[config.mk]
export PLATFORM = sky130hd
export DESIGN_NAME = bcd_shift_bit_op_timing
export DESIGN_NICKNAME = d
export VERILOG_FILES = /design/src/core/bcd_shift_bit_op_timing.v /design/src/core/cycle_counter.v
export VERILOG_INCLUDE_DIRS = /design/src /design/src/core
export SDC_FILE = /design/constraint.sdc
export NUM_CORES = 1
export LEC_CHECK = 0
export ABC_AREA = 1
export BUFFER_PORTS_ARGS = -buffer_cell sky130_fd_sc_hd__buf_2
export CORE_MARGIN = 5
export CORE_UTILIZATION = 52
export CTS_CLUSTER_DIAMETER = 40
export DETAILED_ROUTE_END_ITERATION = 6
export PLACE_DENSITY = 0.9
export SYNTH_ARGS = -nofsm -noshare
export SYNTH_HDL_FRONTEND = slang
export SYNTH_SLANG_ARGS = --single-unit
[constraint.sdc]
create_clock -name sys_clk -period 2.8 [get_ports sys_clk]
set_input_delay 0.42 -clock sys_clk [delete_from_list [all_inputs] [get_ports sys_clk]]
set_output_delay 0.42 -clock sys_clk [all_outputs]
set_load 0.01 [all_outputs]
[src/core/exec_timing_defines.vh]
// Constants for the execution timing sequencer: form codes, case codes,
// table row layout and effective-address adder kinds.
// Assumes inclusion by the timing sequencer, bench and checker; definitions only.
`ifndef EXEC_TIMING_DEFINES_VH
`define EXEC_TIMING_DEFINES_VH

// Timing case selection
`define CASE_BEST 2'h0
`define CASE_CACHE 2'h1
`define CASE_WORST 2'h2

// Effective-address time adder kinds
`define EA_NO 2'h0
`define EA_CALC 2'h1
`define EA_FETCH 2'h2
`define EA_IMM 2'h3

// Row layout: adder kind, then best, cache and worst entries
`define ROW_W 35
`define ROW_EA 34:33
`define ROW_BEST 32:22
`define ROW_CACHE 21:11
`define ROW_WORST 10:0
// Entry layout: total clocks, reads, prefetches, writes
`define ENT_W 11
`define ENT_TOT 10:6
`define ENT_RD 5:4
`define ENT_PF 3:2
`define ENT_WR 1:0
`define TOT_W 5
`define NUM_W 2

// Form codes
`define FORM_W 6
`define F_BADD_DD 6'h00
`define F_BADD_MM 6'h01
`define F_BSUB_DD 6'h02
`define F_BSUB_MM 6'h03
`define F_ADDEXT_DD 6'h04
`define F_ADDEXT_MM 6'h05
`define F_SUBEXT_DD 6'h06
`define F_SUBEXT_MM 6'h07
`define F_CMPMEM 6'h08
`define F_BCDA_DD 6'h09
`define F_BCDA_MM 6'h0a
`define F_BCDUNPACK_DD 6'h0b
`define F_BCDUNPACK_MM 6'h0c
`define F_CLEAR_D 6'h0d
`define F_CLEAR_M 6'h0e
`define F_NEGATE_D 6'h0f
`define F_NEGATE_M 6'h10
`define F_NEGEXT_D 6'h11
`define F_NEGEXT_M 6'h12
`define F_COMPL_D 6'h13
`define F_COMPL_M 6'h14
`define F_SIGNEXT_D 6'h15
`define F_BCDNEG_D 6'h16
`define F_SETCC_D 6'h17
`define F_SETCC_M 6'h18
`define F_TESTSET_D 6'h19
`define F_TESTSET_M 6'h1a
`define F_TEST_EA 6'h1b
`define F_LSHL_ST 6'h1c
`define F_LSHR_ST 6'h1d
`define F_LSHL_DY 6'h1e
`define F_LSHR_DY 6'h1f
`define F_LSHL_M 6'h20
`define F_LSHR_M 6'h21
`define F_ASHL_D 6'h22
`define F_ASHR_D 6'h23
`define F_ASHL_M 6'h24
`define F_ASHR_M 6'h25
`define F_ROTL_D 6'h26
`define F_ROTR_D 6'h27
`define F_ROTL_M 6'h28
`define F_ROTR_M 6'h29
`define F_RXL_D 6'h2a
`define F_RXR_D 6'h2b
`define F_RX_M 6'h2c
`define F_BITTST_ID 6'h2d
`define F_BITTST_DD 6'h2e
`define F_BITTST_IM 6'h2f
`define F_BITTST_DM 6'h30
`define F_BITCHG_ID 6'h31
`define F_BITCHG_DD 6'h32
`define F_BITCHG_IM 6'h33
`define F_BITCHG_DM 6'h34
`define F_BITCLR_ID 6'h35
`define F_BITCLR_DD 6'h36
`define F_BITCLR_IM 6'h37
`define F_BITCLR_DM 6'h38
`define F_BITSET_ID 6'h39
`define F_BITSET_DD 6'h3a
`define F_BITSET_IM 6'h3b
`define F_BITSET_DM 6'h3c

`endif

[src/core/bcd_shift_bit_op_timing.v]
// Execution timing sequencer for decimal, single-operand, shift/rotate
// and bit instructions: picks a timing case, adds the addressing time,
// and places read, prefetch and write requests inside the total.
// Assumes the addressing unit supplies its times with the start pulse.
`timescale 1ns/1ps
`default_nettype none
`include "exec_timing_defines.vh"

// Notes on behaviour
// - Total clocks include read, prefetch, write cycles
// - Decimal and extend group adds no address time
// - Shift time independent of shift count
// - Clear, set-on-condition, test-and-set memory add calc time
// - Other memory single, shift, bit forms add fetch time
// - Immediate-number memory bit forms add immediate time
// - Decimal add registers: 4, 4, 5 with prefetch
// - Extend add registers: 2, 2, 3 with prefetch
// - Memory compare: two reads, 8, 9, 10
// - Sign extend register: 1, 4, 4 with prefetch
// - Decimal negate register: 6 in every case
// - Static logical shift register: 1, 4, 4
// - Dynamic logical shift register: 3, 6, 6
// - Arithmetic right shift register: 3, 6, 6
// - Extend rotate register: 9, 12, 12
// - Rotate left memory: 7 every case, one write
// - Arithmetic left shift memory: 6, 6, 7
// - Extend rotate memory: 5, 5, 6
// - Bit clear registers: 1, 4, 5 with prefetch
module bcd_shift_bit_op_timing #(
    parameter EA_W = 6
) (
    input wire sys_clk,
    input wire rst_n,
    input wire start,
    input wire [`FORM_W-1:0] form,
    input wire exec_overlap,
    input wire cache_hit,
    input wire prefetch_needed,
    input wire [EA_W-1:0] calc_ea_time,
    input wire [EA_W-1:0] fetch_ea_time,
    input wire [EA_W-1:0] fetch_imm_time,
    output wire ready,
    output wire busy,
    output wire done,
    output wire read_req,
    output wire prefetch_req,
    output wire write_req,
    output reg [1:0] case_sel_r,
    output reg [EA_W:0] total_clocks_r,
    output reg [EA_W-1:0] ea_clocks_r,
    output reg [`NUM_W-1:0] read_cycles_r,
    output reg [`NUM_W-1:0] prefetch_cycles_r,
    output reg [`NUM_W-1:0] write_cycles_r,
    output reg bad_form_r
);

    // Counter and table field widths
    localparam CNT_W = EA_W + 1;
    localparam TOT_W = `TOT_W;
    localparam NUM_W = `NUM_W;

    // Sequencer phases
    localparam S_IDLE = 2'h0;
    localparam S_EA = 2'h1;
    localparam S_RUN = 2'h2;

    reg [1:0] state_r;
    reg [1:0] state_nxt;
    reg [`ROW_W-1:0] row_c;
    reg row_bad_c;
    reg [1:0] sel_c;
    reg [`ENT_W-1:0] ent_c;
    reg [EA_W-1:0] ea_add_c;
    reg [TOT_W-1:0] listed_r;
    reg [TOT_W-1:0] run_idx_r;
    reg [TOT_W-1:0] run_idx_nxt;
    reg zero_done_r;
    reg cnt_load;
    reg [CNT_W-1:0] cnt_val;
    wire cnt_last;
    wire accept;
    wire [TOT_W-1:0] listed_c;
    wire [TOT_W-1:0] rd_span;
    wire [TOT_W-1:0] pf_end;
    wire [TOT_W-1:0] wr_start;

    // Timing table, one row per form; no shift count enters the lookup
    always @* begin
        row_bad_c = 1'b0;
        case (form)
            `F_BADD_DD, `F_BSUB_DD:
                row_c = {`EA_NO, 5'h04, 6'h00, 5'h04, 6'h00, 5'h05, 6'h04};
            `F_BADD_MM, `F_BSUB_MM:
                row_c = {`EA_NO, 5'h0e, 6'h21, 5'h10, 6'h21, 5'h11, 6'h25};
            `F_ADDEXT_DD, `F_SUBEXT_DD:
                row_c = {`EA_NO, 5'h02, 6'h00, 5'h02, 6'h00, 5'h03, 6'h04};
            `F_ADDEXT_MM, `F_SUBEXT_MM:
                row_c = {`EA_NO, 5'h0a, 6'h21, 5'h0c, 6'h21, 5'h0d, 6'h25};
            `F_CMPMEM:
                row_c = {`EA_NO, 5'h08, 6'h20, 5'h09, 6'h20, 5'h0a, 6'h24};
            `F_BCDA_DD:
                row_c = {`EA_NO, 5'h03, 6'h00, 5'h06, 6'h00, 5'h07, 6'h04};
            `F_BCDUNPACK_DD:
                row_c = {`EA_NO, 5'h05, 6'h00, 5'h08, 6'h00, 5'h09, 6'h04};
            `F_BCDA_MM, `F_BCDUNPACK_MM:
                row_c = {`EA_NO, 5'h0b, 6'h11, 5'h0d, 6'h11, 5'h0d, 6'h15};
            `F_CLEAR_D, `F_NEGATE_D, `F_NEGEXT_D, `F_COMPL_D:
                row_c = {`EA_NO, 5'h00, 6'h00, 5'h02, 6'h00, 5'h03, 6'h04};
            `F_CLEAR_M:
                row_c = {`EA_CALC, 5'h03, 6'h01, 5'h04, 6'h01, 5'h06, 6'h05};
            `F_NEGATE_M, `F_NEGEXT_M, `F_COMPL_M:
                row_c = {`EA_FETCH, 5'h03, 6'h01, 5'h04, 6'h01, 5'h06, 6'h05};
            `F_SIGNEXT_D, `F_SETCC_D, `F_TESTSET_D:
                row_c = {`EA_NO, 5'h01, 6'h00, 5'h04, 6'h00, 5'h04, 6'h04};
            `F_BCDNEG_D:
                row_c = {`EA_NO, 5'h06, 6'h00, 5'h06, 6'h00, 5'h06, 6'h04};
            `F_SETCC_M:
                row_c = {`EA_CALC, 5'h06, 6'h01, 5'h06, 6'h01, 5'h06, 6'h05};
            `F_TESTSET_M:
                row_c = {`EA_CALC, 5'h0c, 6'h11, 5'h0c, 6'h11, 5'h0d, 6'h15};
            `F_TEST_EA:
                row_c = {`EA_FETCH, 5'h00, 6'h00, 5'h02, 6'h00, 5'h03, 6'h04};
            `F_LSHL_ST, `F_LSHR_ST:
                row_c = {`EA_NO, 5'h01, 6'h00, 5'h04, 6'h00, 5'h04, 6'h04};
            `F_LSHL_DY, `F_LSHR_DY, `F_ASHR_D:
                row_c = {`EA_NO, 5'h03, 6'h00, 5'h06, 6'h00, 5'h06, 6'h04};
            `F_LSHL_M, `F_LSHR_M, `F_ASHR_M, `F_RX_M:
                row_c = {`EA_FETCH, 5'h05, 6'h01, 5'h05, 6'h01, 5'h06, 6'h05};
            `F_ASHL_D, `F_ROTL_D, `F_ROTR_D:
                row_c = {`EA_NO, 5'h05, 6'h00, 5'h08, 6'h00, 5'h08, 6'h04};
            `F_ASHL_M:
                row_c = {`EA_FETCH, 5'h06, 6'h01, 5'h06, 6'h01, 5'h07, 6'h05};
            `F_ROTL_M, `F_ROTR_M:
                row_c = {`EA_FETCH, 5'h07, 6'h01, 5'h07, 6'h01, 5'h07, 6'h05};
            `F_RXL_D, `F_RXR_D:
                row_c = {`EA_NO, 5'h09, 6'h00, 5'h0c, 6'h00, 5'h0c, 6'h04};
            `F_BITTST_ID, `F_BITTST_DD, `F_BITCHG_ID, `F_BITCHG_DD,
            `F_BITCLR_ID, `F_BITCLR_DD, `F_BITSET_ID, `F_BITSET_DD:
                row_c = {`EA_NO, 5'h01, 6'h00, 5'h04, 6'h00, 5'h05, 6'h04};
            `F_BITTST_IM:
                row_c = {`EA_IMM, 5'h04, 6'h00, 5'h04, 6'h00, 5'h05, 6'h04};
            `F_BITTST_DM:
                row_c = {`EA_FETCH, 5'h04, 6'h00, 5'h04, 6'h00, 5'h05, 6'h04};
            `F_BITCHG_IM, `F_BITCLR_IM, `F_BITSET_IM:
                row_c = {`EA_IMM, 5'h04, 6'h01, 5'h04, 6'h01, 5'h05, 6'h05};
            `F_BITCHG_DM, `F_BITCLR_DM, `F_BITSET_DM:
                row_c = {`EA_FETCH, 5'h04, 6'h01, 5'h04, 6'h01, 5'h05, 6'h05};
            default: begin
                row_c = {`ROW_W{1'b0}};
                row_bad_c = 1'b1;
            end
        endcase
    end

    // Case choice: a needed prefetch forces worst, overlap gives best
    always @* begin
        if (prefetch_needed) begin
            sel_c = `CASE_WORST;
        end else if (exec_overlap) begin
            sel_c = `CASE_BEST;
        end else begin
            sel_c = `CASE_CACHE;
        end
    end

    // Entry of the chosen case
    always @* begin
        case (sel_c)
            `CASE_BEST: ent_c = row_c[`ROW_BEST];
            `CASE_CACHE: ent_c = row_c[`ROW_CACHE];
            default: ent_c = row_c[`ROW_WORST];
        endcase
    end

    // Addressing time to add ahead of the listed clocks
    always @* begin
        case (row_c[`ROW_EA])
            `EA_CALC: ea_add_c = calc_ea_time;
            `EA_FETCH: ea_add_c = fetch_ea_time;
            `EA_IMM: ea_add_c = fetch_imm_time;
            default: ea_add_c = {EA_W{1'b0}};
        endcase
    end

    assign listed_c = ent_c[`ENT_TOT];
    assign accept = start && (state_r == S_IDLE);

    // Phase sequencing: addressing phase first, then the listed clocks
    always @* begin
        state_nxt = state_r;
        cnt_load = 1'b0;
        cnt_val = {CNT_W{1'b0}};
        case (state_r)
            S_IDLE: begin
                if (accept && (ea_add_c != {EA_W{1'b0}})) begin
                    state_nxt = S_EA;
                    cnt_load = 1'b1;
                    cnt_val = {1'b0, ea_add_c};
                end else if (accept && (listed_c != {TOT_W{1'b0}})) begin
                    state_nxt = S_RUN;
                    cnt_load = 1'b1;
                    cnt_val = {{(CNT_W-TOT_W){1'b0}}, listed_c};
                end
            end
            S_EA: begin
                if (cnt_last && (listed_r != {TOT_W{1'b0}})) begin
                    state_nxt = S_RUN;
                    cnt_load = 1'b1;
                    cnt_val = {{(CNT_W-TOT_W){1'b0}}, listed_r};
                end else if (cnt_last) begin
                    state_nxt = S_IDLE;
                end
            end
            S_RUN: begin
                if (cnt_last) begin
                    state_nxt = S_IDLE;
                end
            end
            default: state_nxt = S_IDLE;
        endcase
    end

    // Run index counts the cycles of the run phase
    always @* begin
        run_idx_nxt = {TOT_W{1'b0}};
        if ((state_r == S_RUN) && !cnt_last) begin
            run_idx_nxt = run_idx_r + {{(TOT_W-1){1'b0}}, 1'b1};
        end
    end

    // Shared counter for the addressing and run phases
    cycle_counter #(
        .W(CNT_W)
    ) u_phase_cnt (
        .sys_clk(sys_clk),
        .rst_n(rst_n),
        .load(cnt_load),
        .load_val(cnt_val),
        .count_en(state_r != S_IDLE),
        .count_r(),
        .last(cnt_last)
    );

    // Latched timing of the accepted operation
    always @(posedge sys_clk) begin
        // Reset clears the phase and latched outputs
        if (!rst_n) begin
            state_r <= S_IDLE;
            run_idx_r <= {TOT_W{1'b0}};
            zero_done_r <= 1'b0;
            listed_r <= {TOT_W{1'b0}};
            case_sel_r <= `CASE_BEST;
            total_clocks_r <= {CNT_W{1'b0}};
            ea_clocks_r <= {EA_W{1'b0}};
            read_cycles_r <= {NUM_W{1'b0}};
            prefetch_cycles_r <= {NUM_W{1'b0}};
            write_cycles_r <= {NUM_W{1'b0}};
            bad_form_r <= 1'b0;
        end else begin
            state_r <= state_nxt;
            run_idx_r <= run_idx_nxt;
            zero_done_r <= accept && (ea_add_c == {EA_W{1'b0}}) &&
                (listed_c == {TOT_W{1'b0}});
            if (accept) begin
                listed_r <= listed_c;
                case_sel_r <= sel_c;
                total_clocks_r <= {{(CNT_W-TOT_W){1'b0}}, listed_c} +
                    {1'b0, ea_add_c};
                ea_clocks_r <= ea_add_c;
                read_cycles_r <= ent_c[`ENT_RD];
                prefetch_cycles_r <= ent_c[`ENT_PF];
                write_cycles_r <= ent_c[`ENT_WR];
                bad_form_r <= row_bad_c;
            end
        end
    end

    // Bus cycles sit inside the listed clocks: reads first, then the
    // prefetch, writes in the closing cycles
    assign rd_span = {{(TOT_W-NUM_W){1'b0}}, read_cycles_r};
    assign pf_end = rd_span + {{(TOT_W-NUM_W){1'b0}}, prefetch_cycles_r};
    assign wr_start = listed_r - {{(TOT_W-NUM_W){1'b0}}, write_cycles_r};

    assign read_req = (state_r == S_RUN) && (run_idx_r < rd_span);
    assign prefetch_req = (state_r == S_RUN) && (run_idx_r >= rd_span) &&
        (run_idx_r < pf_end);
    assign write_req = (state_r == S_RUN) &&
        (write_cycles_r != {NUM_W{1'b0}}) &&
        (run_idx_r >= wr_start);

    // Handshake outputs; done marks the final busy cycle, or the idle cycle after a zero-clock start
    assign ready = (state_r == S_IDLE);
    assign busy = (state_r != S_IDLE);
    assign done = zero_done_r ||
        (cnt_last && (state_r == S_RUN)) ||
        (cnt_last && (state_r == S_EA) &&
        (listed_r == {TOT_W{1'b0}}));

endmodule // bcd_shift_bit_op_timing

`default_nettype wire

[src/core/cycle_counter.v]
// Loadable down counter for one timing phase.
// Assumes one clock and a synchronous active-low reset.
`timescale 1ns/1ps
`default_nettype none

module cycle_counter #(
    parameter W = 7
) (
    input wire sys_clk,
    input wire rst_n,
    input wire load,
    input wire [W-1:0] load_val,
    input wire count_en,
    output reg [W-1:0] count_r,
    output wire last
);

    reg [W-1:0] count_nxt;

    // Count of one means the current cycle is the phase's final one
    assign last = (count_r == {{(W-1){1'b0}}, 1'b1});

    always @* begin
        count_nxt = count_r;
        if (load) begin
            count_nxt = load_val;
        end else if (count_en && (count_r != {W{1'b0}})) begin
            count_nxt = count_r - {{(W-1){1'b0}}, 1'b1};
        end
    end

    always @(posedge sys_clk) begin
        if (!rst_n) begin
            count_r <= {W{1'b0}};
        end else begin
            count_r <= count_nxt;
        end
    end

endmodule // cycle_counter

`default_nettype wire

==> summary.txt <==
Adder-Cell Fraction of Synth Area: 8.51%
initial antenna violation count: 0
Finished Cell Area: 0.00473 mm^2
WL/cell: 15.2 um
syn_area_per_cell: 6.12 um^2
Syn-to-layout area delta: 42.3%
Setup Total Neg Slack: -0.0483 ns
xor/xnor share of the synthesized area: 2.64%
WP data arrival: 3.09 ns
hold slack: 0.460 ns
Synth Area in Compound Gates: 10.9%
Util after Layout: 75.3%
vias in the first global route: 3972
final period utilization: 102%
CTS tree: built
largest net degree at the start of global routing: 25
GPL Wtd Cong: 0.961
Synth top area share: 24.1%
DR vias: 4366
CTS root buffer: clkbuf_8
Syn Inst Count: 543
H-tree levels: 2
Die Wd: 89.9 um
# rows: 29
Final setup viols: 1
Initial Util: 52.9%
Seq/Total Area, Yosys: 24.1%
Peak supply drop: 0.000471 V
Hold Buf Count CTS: 0
Min-Delay Path Class: reg2reg
HPWL after DPL: 7960 um
RR Startpoint: state_r[0]$_SDFFE_PN0P_
Post-Syn Area: 0.00332 mm^2
gr ovfl total: 0
largest family of logic cells by synthesized area: simple AND/OR/NAND/NOR gates
simple-gate portion of the synthesized area: 45.0%
clk_skew: 0.00548 ns
clk_lat worst skew: 0.29 ns
fin. max-slew vios: 0
Yosys warnings: 0
DRC viols: 0
Crit Path Max Fanout: 8
Slew headroom: 57.5%
first-pass GRT wire length: 17000 um
startpoint types: input pin
IO Pins: 58
Worst Setup SP: form[2]
Final ANT Viol Nets: 0
hold path startpoint: u_phase_cnt.count_r[6]$_SDFFE_PN0P_
Max-Cap Viols: 0
Least-Margin Pin Slew: 0.634 ns
critical path class: in2reg
R2R Path End: u_phase_cnt.count_r[0]$_SDFFE_PN0P_
die area: 0.00809 mm^2
1st-iter DRT viols: 375
fraction of layout cells with a size suffix above 1: 35.4%
worst setup margin: -0.0483 ns
commonest cells after routing, fill and taps aside: nand2_1 (128), buf_4 (85), nor2_1 (65)
CP endpoint: total_clocks_r[5]$_SDFFE_PN0P_
Peak Freq: 351 MHz
Synth area leader: dfxtp_1
Port Buffers: 54
P per Cell Area: 533 mW/mm^2
DP Worst Slack: -0.334 ns
CTS clock-pin slew for the worst setup and hold paths: 0.08 ns
Worst Setup End Kind: flop
total iterations of the first detailed-routing run: 5
reg-to-reg slack, setup: 0.28 ns
leak pwr: 2.50 nW
synthesis-stage register bit count: 40
final WL: 11600 um
number of diodes: 0
crit path time final: 2.85 ns
mux cell area share after synthesis: 0%
most common cell after layout, fill and taps aside: nand2_1
TritonCTS Sinks: 40
TritonCTS buffer count: 5
R2R cell count: 8
Layout Nets: 736
Core Box Area: 0.00628 mm^2
Synth area leaders: dfxtp_1 (24%), nand2_1 (16%), nor2_1 (9.5%)
placed cell area: 0.00423 mm^2
drt via density: 5.74
Die H: 89.9 um
Final Hold Viols: 0
GRT Total Usage: 24.5%
Cell variety after synth: 42
Clock Tree Buf Depth: 2
Required @ worst endpoint: 3.04 ns
failing checks: setup timing
status: finished, violations left
## registers in the layout (all words and copies together) (netlist names)
| signal | cells |
|---|---|
| listed_r | 5 |
| bad_form_r | 1 |
| zero_done_r | 1 |
| total_clocks_r | 7 |
| write_cycles_r | 1 |
| run_idx_r | 5 |
| case_sel_r | 2 |
| state_r | 2 |
| ea_clocks_r | 6 |
| read_cycles_r | 2 |
| prefetch_cycles_r | 1 |
| u_phase_cnt.count_r | 7 |
## logic make-up (layout without fill, tap and decap cells)
kind of cell             count (synthesis)  in the layout
AO/OA/AOI/OAI                           63             63
XOR/XNOR                                10             10
adder cells (fa/ha/maj)                 22             22
buffers and inverters                   73            213
flip-flops                              40             40
other                                    1              2
AND/OR/NAND/NOR                        334            334
## metal layers
layer / track usage, % / vias up / routed length [um]
li1: - / 2061 / -
met1: 29.6 / 2023 / 4580
met2: 42.9 / 247 / 5760
met3: 4.67 / 35 / 956
met4: 9.18 / 0 / 299
met5: 0 / - / 0
## through the flow
stage | power, W | std cells
6_report | 0.00252 | 761
5_1_grt | 0.00271 | 761
4_1_cts | 0.00238 | 750
3_5_place_dp | 0.00200 | 743
3_3_place_gp | 0.00195 | 743
2_1_floorplan | 0.00159 | 544
## critical path, stage by stage
cell      delay [ns]
buf_4           0.15
nor2_4          0.26
nand2_1         0.13
nor2_1          0.19
nor2_2          0.09
nand2_1         0.10
nor2_1          0.05
nand2_1         0.08
nor2_2          0.05
nand3_2         0.08
nand2_2         0.07
inv_2           0.09
ha_4            0.21
a21oi_2         0.11
inv_1           0.09
a31oi_4         0.17
nor2_2          0.08
nor2_1          0.12
nor2_1          0.06
nor2_1          0.14
nand2_1         0.06
nand2_1         0.07
o221ai_2        0.12
inv_1           0.07
## worst min path at each step
stage                                     endpoint  depth (start not counted)
5_1_grt        u_phase_cnt.count_r[6]$_SDFFE_PN0P_                          2
4_1_cts                 case_sel_r[0]$_SDFFE_PN0P_                          4
3_5_place_dp   u_phase_cnt.count_r[6]$_SDFFE_PN0P_                          2
3_3_place_gp   u_phase_cnt.count_r[6]$_SDFFE_PN0P_                          2
2_1_floorplan  u_phase_cnt.count_r[6]$_SDFFE_PN0P_                          2
6_report       u_phase_cnt.count_r[6]$_SDFFE_PN0P_                          2
## cells in the mapped netlist (all sizes together)
master,number
a211oi,1
a21o,1
a21oi,29
a221o,1
a31oi,2
a32o,1
and3,2
buf,5
clkbuf,5
clkinv,2
conb,1
dfxtp,40
fa,1
ha,21
inv,61
nand2,153
nand3,61
nand3b,1
nand4,14
nor2,94
nor3,8
nor4b,1
o211ai,4
o21a,1
o21ai,17
o21bai,1
o221ai,1
o22ai,1
o31ai,2
o41ai,1
xnor2,3
xor2,7
## layout make-up
| cell class | count | area, um^2 |
|---|---|---|
| multi-input combinational | 431 | 2500 |
| tap | 77 | 96.3 |
| inverter | 63 | 249 |
| timing repair buffer | 143 | 1000 |
| sequential | 40 | 801 |
| fill | 422 | 1550 |
| clock inverter | 2 | 12.5 |
| clock buffer | 5 | 68.8 |
## power by group
group          internal (W)  switching, W  total, W  leakage [nW]
logic              0.000556      0.000855   0.00141          2.13
clock network      0.000169      0.000197  0.000366        0.0400
registers          0.000671     0.0000750  0.000746         0.326
## what timing repair did
| item | in CTS | in global routing |
|---|---|---|
| endpoints found under the setup margin | 2 | 12 |
| pin swaps | 0 | 33 |
| resized for setup | 1 | 101 |
| buffers inserted | 0 | 12 |
(Power assumes the default switching activity.)
